File: src/pspl_cfg.svh
// Constants for the PHY status and master loopback port block
`ifndef PSPL_CFG_SVH
`define PSPL_CFG_SVH

`define PSPL_LANES     4
`define PSPL_SLICE     16
`define PSPL_KPL       2
`define PSPL_DW        64
`define PSPL_KW        8
`define PSPL_SLICE_X1  16

`define PSPL_WID_NONE  3'h0
`define PSPL_WID_X1    3'h1
`define PSPL_WID_X2    3'h2
`define PSPL_WID_X4    3'h4

`define PSPL_MASK_X4   4'hF
`define PSPL_MASK_X2   4'h3
`define PSPL_MASK_X1   4'h1

`define PSPL_ZERO_D    64'h0000_0000_0000_0000
`define PSPL_ZERO_K    8'h00
`define PSPL_ZERO_L    4'h0

`endif

File: src/pspl_pkg.sv
// Types and shared functions of the PHY status and master loopback port block
`include "pspl_cfg.svh"

package pspl_pkg;

  // Build configuration of the core
  typedef enum logic [1:0]
  {
    PSPL_G1_X4 = 2'b00,  // 2.5G native x4, downgraded x1/x2
    PSPL_G1_X1 = 2'b01,  // 2.5G native x1
    PSPL_G2_X2 = 2'b10   // 5G native x2, downgraded x1
  } pspl_build_type;

  // Link trainer main state codes
  typedef enum logic [3:0]
  {
    PSPL_DETECT   = 4'b0000,
    PSPL_POLLING  = 4'b0001,
    PSPL_CONFIG   = 4'b0010,
    PSPL_L0       = 4'b0011,
    PSPL_L0S      = 4'b0100,
    PSPL_L1       = 4'b0101,
    PSPL_L2       = 4'b0110,
    PSPL_RECOVERY = 4'b0111,
    PSPL_LOOPBACK = 4'b1000,
    PSPL_HOTRESET = 4'b1001,
    PSPL_DISABLED = 4'b1010
  } pspl_ltssm_type;

  // Lanes that exist in a given build
  function automatic logic [`PSPL_LANES-1:0] laneMask(input pspl_build_type build);
    case (build)
      PSPL_G1_X4: laneMask = `PSPL_MASK_X4;
      PSPL_G2_X2: laneMask = `PSPL_MASK_X2;
      default:    laneMask = `PSPL_MASK_X1;
    endcase
  endfunction

  // One-hot width code from the set of included lanes
  function automatic logic [2:0] widthCode(input logic [`PSPL_LANES-1:0] lanes);
    case (lanes)
      `PSPL_MASK_X4: widthCode = `PSPL_WID_X4;
      `PSPL_MASK_X2: widthCode = `PSPL_WID_X2;
      `PSPL_MASK_X1: widthCode = `PSPL_WID_X1;
      default:       widthCode = `PSPL_WID_NONE;
    endcase
  endfunction

endpackage

File: src/pspl_lane_if.sv
// Raw and lane-trimmed loopback word passed between the port and its trimmer
`timescale 1ns/10ps
`include "pspl_cfg.svh"

interface pspl_lane_if;
  logic [`PSPL_DW-1:0]    rawData;  // Word as offered
  logic [`PSPL_KW-1:0]    rawK;     // K flags as offered
  logic [`PSPL_LANES-1:0] laneEn;   // Lanes present in this build
  logic [`PSPL_DW-1:0]    cutData;  // Word with absent lanes zeroed
  logic [`PSPL_KW-1:0]    cutK;     // K flags with absent lanes zeroed

  // Side that offers the word
  modport feed
  (
    output rawData,
    output rawK,
    output laneEn,
    input  cutData,
    input  cutK
  );

  // Side that trims the word
  modport trim
  (
    input  rawData,
    input  rawK,
    input  laneEn,
    output cutData,
    output cutK
  );
endinterface

File: src/pspl_lane_cut.sv
// Zeroes the 16-bit lane slices and K flag pairs of lanes absent from the build
`timescale 1ns/10ps
`include "pspl_cfg.svh"

module pspl_lane_cut
(
  pspl_lane_if.trim lane  // Word to trim
);

  // Keep each slice only when its lane exists; lane 0 is the low slice
  always_comb
  begin
    lane.cutData = `PSPL_ZERO_D;
    lane.cutK    = `PSPL_ZERO_K;
    for (int i = 0; i < `PSPL_LANES; i++)
    begin
      if (lane.laneEn[i])
      begin
        lane.cutData[i*`PSPL_SLICE +: `PSPL_SLICE] = lane.rawData[i*`PSPL_SLICE +: `PSPL_SLICE];
        lane.cutK[i*`PSPL_KPL +: `PSPL_KPL]        = lane.rawK[i*`PSPL_KPL +: `PSPL_KPL];
      end
    end
  end

endmodule

File: src/pspl_phy_status.sv
// PHY status outputs and master loopback data port of the endpoint core
//
// Notes on behaviour
// RL1: Inclusion vector bit 0 reports highest lane.
// RL2: 5G build drives only two inclusion bits.
// RL3: Width code one-hot: 000, 001, 010, 100.
// RL4: Width code absent (zero) in native x1 build.
// RL5: Compliance flag high during Polling.Compliance.
// RL6: Transmit ready output gates user loopback data.
// RL7: Loopback ports live only when option enabled.
// RL8: User gives two K flags per slice.
// RL9: User places lane 3 in top slice.
// RL10: Native x1 uses 16 bits, two K flags.
// RL11: Receive K flags two bits per slice.
// RL12: Receive word lane 3 top, lane 0 bottom.
// RL13: Inclusion bit high in Config when lane included.
// RL14: User changes transmit word only while ready.
`timescale 1ns/10ps
`include "pspl_cfg.svh"

module pspl_phy_status
#(
  parameter pspl_pkg::pspl_build_type BUILD       = pspl_pkg::PSPL_G1_X4,  // Build configuration
  parameter bit                       LOOPBACK_EN = 1'b1                   // Master loopback option
)
(
  input  wire logic                     clock,             // Core clock
  input  wire logic                     rst_n,             // Synchronous reset, active low
  input  wire pspl_pkg::pspl_ltssm_type trainState,        // Link trainer main state
  input  wire logic                     pollSubCompliance, // Trainer is in the Compliance substate
  input  wire logic [`PSPL_LANES-1:0]   laneIncluded,      // Lanes in width negotiation, lane order
  input  wire logic                     laneTxReady,       // Lanes can take a loopback word
  input  wire logic [`PSPL_DW-1:0]      laneRxData,        // Loopback word from the lanes
  input  wire logic [`PSPL_KW-1:0]      laneRxK,           // K flags from the lanes
  input  wire logic [`PSPL_DW-1:0]      txLbkData,         // User loopback word
  input  wire logic [`PSPL_KW-1:0]      txLbkK,            // User loopback K flags
  output logic      [`PSPL_LANES-1:0]   cfgLaneIncl_ff,    // Lane inclusion status, reversed order
  output logic      [2:0]               linkWidth_ff,      // One-hot link width code
  output logic                          polCompliance_ff,  // Polling.Compliance indicator
  output logic                          txLbkReady_ff,     // Transmit loopback ready
  output logic      [`PSPL_DW-1:0]      rxLbkData_ff,      // Received loopback word
  output logic      [`PSPL_KW-1:0]      rxLbkK_ff,         // Received loopback K flags
  output logic      [`PSPL_DW-1:0]      laneTxData_ff,     // Loopback word toward the lanes
  output logic      [`PSPL_KW-1:0]      laneTxK_ff,        // Loopback K flags toward the lanes
  output logic                          laneTxValid_ff     // Word toward the lanes is new
);

  // Lanes that exist in this build
  localparam logic [`PSPL_LANES-1:0] LANE_EN = pspl_pkg::laneMask(BUILD);

  pspl_lane_if txLane ();  // User word trimmed to the build
  pspl_lane_if rxLane ();  // Lane word trimmed to the build

  logic [`PSPL_LANES-1:0] inclLanes;       // Included lanes that exist
  logic [`PSPL_LANES-1:0] nxt_cfgLaneIncl; // Next inclusion vector
  logic [2:0]             nxt_linkWidth;   // Next width code
  logic                   nxt_txLbkReady;  // Next ready
  logic                   inConfig;        // Trainer is in Config

  assign inConfig  = (trainState == pspl_pkg::PSPL_CONFIG);
  assign inclLanes = laneIncluded & LANE_EN;

  // Feed the trimmers
  assign txLane.rawData = txLbkData;
  assign txLane.rawK    = txLbkK;
  assign txLane.laneEn  = LANE_EN;
  assign rxLane.rawData = laneRxData;
  assign rxLane.rawK    = laneRxK;
  assign rxLane.laneEn  = LANE_EN;

  // Absent lanes never reach either side of the loopback path
  pspl_lane_cut txCut
  (
    .lane (txLane.trim)
  );

  pspl_lane_cut rxCut
  (
    .lane (rxLane.trim)
  );

  // Inclusion vector: bit i reports the lane counted down from the top present lane
  always_comb
  begin
    nxt_cfgLaneIncl = `PSPL_ZERO_L;
    for (int i = 0; i < `PSPL_LANES; i++)
    begin
      // Only present lanes map; upper bits of a narrow build stay low
      if (LANE_EN[i] && inConfig)  // RL13
      begin
        case (BUILD)
          pspl_pkg::PSPL_G2_X2: nxt_cfgLaneIncl[i] = inclLanes[1-i];  // RL2
          pspl_pkg::PSPL_G1_X1: nxt_cfgLaneIncl[i] = inclLanes[i];
          default:              nxt_cfgLaneIncl[i] = inclLanes[`PSPL_LANES-1-i];  // RL1
        endcase
      end
    end
  end

  // Inclusion status register
  always_ff @(posedge clock)
  begin
    if (!rst_n)
      cfgLaneIncl_ff <= `PSPL_ZERO_L;
    else
      cfgLaneIncl_ff <= nxt_cfgLaneIncl;
  end

  // Width code: zero in the native x1 build; otherwise cleared in Detect, tracked in Config, held elsewhere
  always_comb
  begin
    if (BUILD == pspl_pkg::PSPL_G1_X1)
      nxt_linkWidth = `PSPL_WID_NONE;  // RL4
    else if (trainState == pspl_pkg::PSPL_DETECT)
      nxt_linkWidth = `PSPL_WID_NONE;  // RL3
    else if (inConfig)
      nxt_linkWidth = pspl_pkg::widthCode(inclLanes);  // RL3
    else
      nxt_linkWidth = linkWidth_ff;
  end

  // Width code register
  always_ff @(posedge clock)
  begin
    if (!rst_n)
      linkWidth_ff <= `PSPL_WID_NONE;
    else
      linkWidth_ff <= nxt_linkWidth;
  end

  // Compliance indicator follows the substate one cycle late
  always_ff @(posedge clock)
  begin
    if (!rst_n)
      polCompliance_ff <= 1'b0;
    else
      polCompliance_ff <= (trainState == pspl_pkg::PSPL_POLLING) && pollSubCompliance;  // RL5
  end

  // Ready only in Loopback, with the option built and the lanes able to take data
  assign nxt_txLbkReady = LOOPBACK_EN && (trainState == pspl_pkg::PSPL_LOOPBACK) && laneTxReady;  // RL6 RL7

  // Ready register
  always_ff @(posedge clock)
  begin
    if (!rst_n)
      txLbkReady_ff <= 1'b0;
    else
      txLbkReady_ff <= nxt_txLbkReady;
  end

  // Transmit capture: the user word is taken only in cycles where ready shows high
  always_ff @(posedge clock)
  begin
    if (!rst_n)
    begin
      laneTxData_ff  <= `PSPL_ZERO_D;
      laneTxK_ff     <= `PSPL_ZERO_K;
      laneTxValid_ff <= 1'b0;
    end
    else
    begin
      laneTxValid_ff <= txLbkReady_ff;  // RL14
      // Words outside ready are ignored; last word stays on the lanes
      if (txLbkReady_ff)
      begin
        laneTxData_ff <= txLane.cutData;  // RL9 RL10
        laneTxK_ff    <= txLane.cutK;     // RL8
      end
    end
  end

  // Receive path: lane slices in order, zero when the option is not built
  always_ff @(posedge clock)
  begin
    if (!rst_n)
    begin
      rxLbkData_ff <= `PSPL_ZERO_D;
      rxLbkK_ff    <= `PSPL_ZERO_K;
    end
    else if (LOOPBACK_EN)  // RL7
    begin
      rxLbkData_ff <= rxLane.cutData;  // RL12 RL10
      rxLbkK_ff    <= rxLane.cutK;     // RL11
    end
    else
    begin
      rxLbkData_ff <= `PSPL_ZERO_D;
      rxLbkK_ff    <= `PSPL_ZERO_K;
    end
  end
endmodule

File: config.mk
export PLATFORM = sky130hd
export DESIGN_NAME = pspl_phy_status
export DESIGN_NICKNAME = d
export VERILOG_FILES = /design/src/pspl_pkg.sv /design/src/pspl_lane_if.sv /design/src/pspl_lane_cut.sv /design/src/pspl_phy_status.sv
export VERILOG_INCLUDE_DIRS = /design/src
export SDC_FILE = /design/constraint.sdc
export NUM_CORES = 1
export LEC_CHECK = 0
export BUFFER_PORTS_ARGS = -buffer_cell sky130_fd_sc_hd__clkbuf_2
export CAP_MARGIN = 20
export CORE_ASPECT_RATIO = 0.5
export CORE_MARGIN = 2
export CORE_UTILIZATION = 38
export CTS_CLUSTER_SIZE = 40
export DETAILED_ROUTE_END_ITERATION = 12
export PLACE_DENSITY_LB_ADDON = 0.15
export SLEW_MARGIN = 20
export SYNTH_ARGS = -nofsm -noshare
export SYNTH_HDL_FRONTEND = slang
export SYNTH_SLANG_ARGS = --single-unit
File: constraint.sdc
create_clock -name clock -period 1.15 [get_ports clock]
set_clock_uncertainty 0.1 [all_clocks]
set_input_delay 0.23 -clock clock [delete_from_list [all_inputs] [get_ports clock]]
set_output_delay 0.23 -clock clock [all_outputs]
set_load 0.01 [all_outputs]
== After elaboration in Yosys (flattened, before gate mapping) ==
Cells that the tools add are included.
Cells by class
  equal/unequal tests: 6
  muxes and demuxes: 1
  bitwise gates (word level): 1
  reduce and logical (&&, ||, !) cells: 5
Operator list (number)
  case mux 3 bit (3 select lines): 1
  equality test 4 x 1 -> 1 bit, second input constant: 2
  equality test 4 x 2 -> 1 bit, second input constant: 2
  equality test 4 bit, second input constant: 2
  logical NOT 4 bit: 1
  logical AND 1 bit: 2
  AND reduction 2 bit: 1
  OR reduction 2 bit: 1
  inverter 1 bit: 1
Word-level totals
  flip-flop bits (word level): 154
  input bits: 156
  output and inout bits: 154
  word-level logic and storage cells: 22

== Longest topological paths before layout ==
Gate-level depths: netlist of run 1.
  depth in word-level cells: 2
  gate-level depth with buffers: 4

== Modules after synthesis ==
A second synthesis of run 1 with hierarchy kept.
Second synthesis, totals
  cell total of the unflattened synthesis: 571
  area, all modules: 6118.4 µm²
By module, submodules not included
  pspl_phy_status: times used 1, cells an instance 419, area an instance 5002.3 µm², sequential area each 3083.0 µm²
  pspl_lane_cut: times used 2, cells an instance 76, area an instance 558.0 µm², sequential area each 0.0 µm²

== Least setup slack after synthesis of run 1 ==
No wires, ideal clock.
  path kind: register -> register
  start point: reg txLbkReady_ff
  end point: reg laneTxData_ff[0]
  arrival: 1.024 ns
  slack: -0.090 ns
  stages on the path, launching flop included: 5
  buffers on the path: 2
  path through: dfxtp_1 -> buf_2 -> buf_4 -> mux2i_1 -> nor2b_1
RTL lines
  from (decl): line pspl_phy_status.sv:40  | output logic txLbkReady_ff,
  from (signal assigned): line pspl_phy_status.sv:149  | txLbkReady_ff <= nxt_txLbkReady;
  to (signal assigned): line pspl_phy_status.sv:157  | laneTxData_ff <= `PSPL_ZERO_D;
  to (signal assigned): line pspl_phy_status.sv:167  | laneTxData_ff <= txLane.cutData;
  to (decl): line pspl_phy_status.sv:43  | output logic [`PSPL_DW-1:0] laneTxData_ff,

== Worst setup path in the final report of run 1 ==
  start point: reg txLbkReady_ff
  end point: out txLbkReady_ff
No word-level cell between the ends.

==> results.toml, run 1 <==
[worst_setup_path]
end_kind = "primary output"
cp.required_ns = 0.82
r2r-start = "txLbkReady_ff"
path_class = "flop to primary output"
cpMaxStageDelayCell = "dfxtp_4"
r2r_cells = 5
max_stage_delay_ns = 0.35
ff2ff_setup_slack_ns = -0.14
crit_path_cell_trace = "buf_6 > buf_8"
start_kind = "flop"
cp_max_fo = 3
reg2reg_to = "laneTxData_ff[7]"
cp_data_arrival_time_ns = 0.98

[clock_tree]
cts_tree = "done"
clock-sinks = 154
clock-root-buffer = "clkbuf_16"
h-tree-depth = 4
clk_latency_ns = 0.40
clk_pin_slew_ns = 0.06
cts_made_buffers = 17
clk_path_buf_depth = 2

[run_status]
violations = "setup timing"
status = "finished with violations"

[timing]
hold_ws_ns = 0.00376
relSlewSlack_pct = 69.5
setup_viol = 219
fin_crit_ns = 1.31
rsz0062_at_grt = "yes"
finalCritPeriodShare_pct = 114
setup_ws_ns = -0.157
slew_violations = 0
final-hold-violation-count = 0
worst_slew_pin_slew_ns = 0.451
max_freq_mhz = 765

[synth]
synth_nets = 574
yosys-top-cells-area = "dfxtp_1 62%, mux2i_1 15%, and2_1 9.6%"
synth_common_cells = "154 x dfxtp_1, 77 x and2_1, 74 x mux2i_1"
ys_seq_area_share_pct = 61.7
synth_flop_cell = "dfxtp_1"
avgSynthCellArea_um2 = 12.0
syn-cell-area_um2 = 5000
synthArstFlopShare_pct = 0
yosysWarnings = 0
synth.distinct_cells = 18
synth.top_cell.area_share_pct = 61.7
synth_top_area_cell = "dfxtp_1"
synth_edf_count = 0
synth-seq-cells = 154
syn_inst = 418
synth.most_common_cell = "dfxtp_1"

[drt]
wl_met1_mm = 6.48
viasPerCell = 4.39
dr.pass1.iters = 4
dr_wl_met2_mm = 9.66
wl_met3_um = 953
wl_mm = 17.5
remaining_drc_errors = 0
ant_nets = 0
vias = 4782
drt_iter0_markers = 148
wl_per_cell_um = 16.0
routed.top_layer = "met4"

[floorplan]
start_util_pct = 39.2
rows = 29
die_area_um2 = 14100
core_um2 = 12700
pin_count = 310
die-height_um = 85.1
die_w_um = 166

[final_layout]
area_delta_synth_final_pct = 103
n_antenna_cell = 0
drive_above_1_share_pct = 55.4
layout.nets = 1062

[global_route]
track_usage_pct = 21.5
overflow = 0
grt_max_degree = 48
antenna_found_initial = 0
grt_pass1_vias = 4905
grt_pass1_wl_mm = 24.0

[worst_hold_path]
worstHoldPathCells = 3
min_path_type = "primary input to flop"
hp-start = "txLbkData[22]"
min_to = "laneTxData_ff[22]"

[placed_design]
io_buffers = 309
dpl_worst_slack_ns = -0.109
globalplace.congestion = 0.800
place.detailed.hpwl_mm = 9.43

[power_and_ir_drop]
powerDensity_nw_per_um2 = 1200
p_leak_nw = 4.43
max-vdd-ir-drop_mv = 1.01

[run]
maxCapViolCount = 0
## area by class of cell
class | count | area [um^2]
Clock buffer | 19 | 443
Sequential cell | 154 | 3230
Timing Repair Buffer | 493 | 4310
Fill cell | 756 | 2590
Tap cell | 170 | 213
Multi-Input combinational cell | 240 | 1840
Clock inverter | 13 | 111
## through the flow
step	util (%)	total power, W	TNS [ns]	std cells	area [um^2]
3_3_place_gp	53.4	0.00643	-0.335	890	6810
6_report	79.7	0.0122	-8.12	1089	10100
4_1_cts	72.0	0.0121	-10.80	1072	9170
2_1_floorplan	-	0.00596	-2.48	418	5000
5_1_grt	79.7	0.0126	-16.25	1089	10100
3_5_place_dp	53.4	0.00645	-0.456	890	6810
## registers in the layout, indices dropped and copies added, names as in the netlist
name	count
laneTxData_ff	64
polCompliance_ff	1
rxLbkData_ff	64
rxLbkK_ff	8
laneTxValid_ff	1
linkWidth_ff	3
cfgLaneIncl_ff	4
txLbkReady_ff	1
laneTxK_ff	8
## cell families (layout without fill, tap and decap cells)
logic type             after synthesis  in the layout  synth area share [%]
and+or+nand+nor                    164            164                  20.8
DFF                                154            154                  61.7
AOI/OAI and AO/OA                    2              2                 0.275
muxes                               74             74                  14.8
buffers and inverters               24            525                  2.45
## layout by cell type (no fill, tap or decap), drive strengths merged, types with 3 or more instances in the layout
cell	n
inv	6
clkbuf	182
and2	77
mux2i	74
dfxtp	154
buf	186
nor2b	72
clkinvlp	3
clkinv	4
dlygate4sd3	144
nor2	4
## power breakdown
part	total, W	internal, W	leakage, nW	switching [W]
clock	0.00527	0.00289	0.265	0.00239
sequential	0.00557	0.00550	1.31	0.0000683
combinational	0.00137	0.000892	2.85	0.000478
total	0.0122	0.00928	4.43	0.00293
## critical path: cells and delay by family (launching register included)
family | cells | cell delay (ns)
DFF | 1 | 0.35
buffers and inverters | 2 | 0.23
## worst max-delay path by stage
stage,from,end,slack (ns),cells past startpoint
after floorplan,txLbkReady_ff,laneTxData_ff[0],-0.04,4
after global placement,trainState[3],linkWidth_ff[2],-0.08,4
after detailed placement,trainState[0],linkWidth_ff[0],-0.11,4
after CTS,txLbkReady_ff,txLbkReady_ff,-0.17,2
after global routing,txLbkReady_ff,txLbkReady_ff,-0.18,2
final,txLbkReady_ff,txLbkReady_ff,-0.16,2
## repair_timing
action / in CTS / in global routing
gates resized for setup: 107 / 304
setup buffers: 5 / 11
cloned: 1 / 6
endpoints found under the setup margin: 155 / 224
hold buffers: 144 / 0
hold endpoints to repair: 144 / 0
## routing by layer
metal / track usage, % / up-vias
met2: 41.1 / 168
met4: 8.93 / 0
li1: - / 2324
met5: 0 / -
met3: 6.02 / 31
met1: 22.5 / 2259
Note: power is estimated with default switching activity, not from simulation.
==> inputs of run 2 (changes only) <==
CAP_MARGIN = not set   (was 20)
SETUP_SLACK_MARGIN = 0.05   (was not set)
==> results.toml, run 2 (synthesis results as in run 1) <==
[clock_tree]
clock-sinks = 154
clk_pin_slew_ns = 0.06
clock-root-buffer = "clkbuf_16"
h-tree-depth = 4
clk_latency_ns = 0.40
clk_path_buf_depth = 2
cts_tree = "done"
cts_made_buffers = 17

[timing]
rsz0062_at_grt = "yes"
slew_violations = 0
worst_slew_pin_slew_ns = 0.402
fin_crit_ns = 1.31
hold_ws_ns = -0.000591
finalCritPeriodShare_pct = 114
setup_viol = 220
max_freq_mhz = 765
relSlewSlack_pct = 73.2
setup_ws_ns = -0.157
final-hold-violation-count = 1

[final_layout]
drive_above_1_share_pct = 52.7
final_cells = 1073
layout_commonest_cell = "clkbuf_2"
mostFrequentLayoutCells = "157 x clkbuf_2, 147 x dlygate4sd3_1, 111 x dfxtp_2"
multiInputGateArea_um2 = 1810
fillers = 771
layout.nets = 1046
biggestRegsByFlops = "laneTxData_ff x64, rxLbkData_ff x64"
n_antenna_cell = 0
seq_area_um2 = 3230
area_delta_synth_final_pct = 98.8
post-route-cell-area_um2 = 9940

[global_route]
track_usage_pct = 20.1
grt_pass1_wl_mm = 22.8
grt_pass1_vias = 4746
overflow = 0
grt_max_degree = 52
antenna_found_initial = 0

[worst_hold_path]
hp-start = "txLbkData[33]"
min_to = "laneTxData_ff[33]"
min_path_type = "primary input to flop"
worstHoldPathCells = 3

[drt]
remaining_drc_errors = 0
wl_per_cell_um = 14.7
dr.pass1.iters = 4
ant_nets = 0
vias = 4650
drt_iter0_markers = 126
wl_mm = 15.8
viasPerCell = 4.33

[power_and_ir_drop]
p_leak_nw = 4.33
p_seq_share_pct = 44.3
max-vdd-ir-drop_mv = 1.02
power_frac_comb_pct = 10.6
p_sw_w = 0.00288
total_power_w = 0.0125
switching_share_pct = 23.0
powerDensity_nw_per_um2 = 1260
clock_power_share_pct = 45.1
p_int_w = 0.00966

[placed_design]
dpl_worst_slack_ns = -0.103
place.detailed.hpwl_mm = 9.15
globalplace.congestion = 0.765
io_buffers = 309
placed_cell_area_um2 = 6770
dp_cells = 887

[floorplan]
die_area_um2 = 14100
die_w_um = 166
rows = 29
die-height_um = 85.1
core_um2 = 12700
pin_count = 310
start_util_pct = 39.2

[run]
maxCapViolCount = 0

[worst_setup_path]
crit_path_cell_trace = "buf_12 > buf_6"
max_stage_delay_ns = 0.35
path_delay_family = "flip-flops"
path_class = "flop to primary output"
r2r_cells = 5
end_kind = "primary output"
cp.required_ns = 0.82
crit_buf_inv = 2
start_kind = "flop"
ff2ff_setup_slack_ns = -0.14
cpMaxStageDelayCell = "dfxtp_4"
cp_max_fo = 2
cp_data_arrival_time_ns = 0.98
r2r-start = "txLbkReady_ff"
reg2reg_to = "laneTxK_ff[7]"

[run_status]
violations = "hold timing, setup timing"
status = "finished with violations"
run 2: changes by cell type in the layout (fill, tap and decap cells not counted), sizes merged, moves of 2 or more:
cell         change
inv              +2
buf             -15
clkbuf           -5
bufinv           +2
dlygate4sd3      +3
clkinvlp         -2
run 2: area by class of cell:
type | count | area share, %
Clock buffer | 18 | 4.32
Clock inverter | 14 | 1.78
Multi-Input combinational cell | 240 | 18.2
Sequential cell | 154 | 32.5
Tap cell | 170 | 2.14
Timing Repair Buffer | 477 | 41.1
run 2: worst max path at each step:
stage               cells past startpoint          endpoint           from  slack, ns
floorplan                               4  laneTxData_ff[0]  txLbkReady_ff       0.04
global placement                        4   linkWidth_ff[2]  trainState[0]      -0.08
detailed placement                      4   linkWidth_ff[0]  trainState[0]      -0.10
CTS                                     2     txLbkReady_ff  txLbkReady_ff      -0.18
global route                            2     txLbkReady_ff  txLbkReady_ff      -0.19
finish                                  2     txLbkReady_ff  txLbkReady_ff      -0.16
run 2: through the flow:
stage,TNS (ns),utilization (%),hold slack [ns]
3_3_place_gp,-0.203,53.2,0.334
2_1_floorplan,0,-,0.207
5_1_grt,-16.19,78.0,0.0245
6_report,-7.24,78.0,-0.000591
4_1_cts,-12.31,71.9,0.00283
3_5_place_dp,-0.286,53.2,0.339
run 2: worst reg2reg max path, cell delays in order, from the launching register on:
cell	delay, ns
dfxtp_4	0.36
buf_4	0.11
buf_12	0.15
buf_12	0.15
mux2i_1	0.23
nor2b_1	0.08
run 2: timing repair:
item / in CTS / in global routing
hold endpoints to repair: 147 / 0
cloned: 1 / 2
hold buffers: 147 / 0
setup buffers: 2 / 2
resized for setup: 101 / 293
setup endpoints to repair: 187 / 227
run 2: per-layer routing:
| metal | vias to the layer above | global-route usage [%] | wire [um] |
|---|---|---|---|
| met1 | 2171 | 20.9 | 5700 |
| met5 | - | 0 | 0 |
| met4 | 0 | 8.70 | 383 |
| met3 | 29 | 5.74 | 921 |
| li1 | 2296 | - | - |
| met2 | 154 | 38.4 | 8750 |
run 2: power groups by stage:
stage	clock network, W	registers (W)	logic (W)
after floorplan	0	0.00573	0.000232
after detailed placement	0	0.00565	0.000784
after global placement	0	0.00565	0.000777
final	0.00566	0.00556	0.00133
after CTS	0.00579	0.00553	0.00120
after global routing	0.00600	0.00557	0.00142
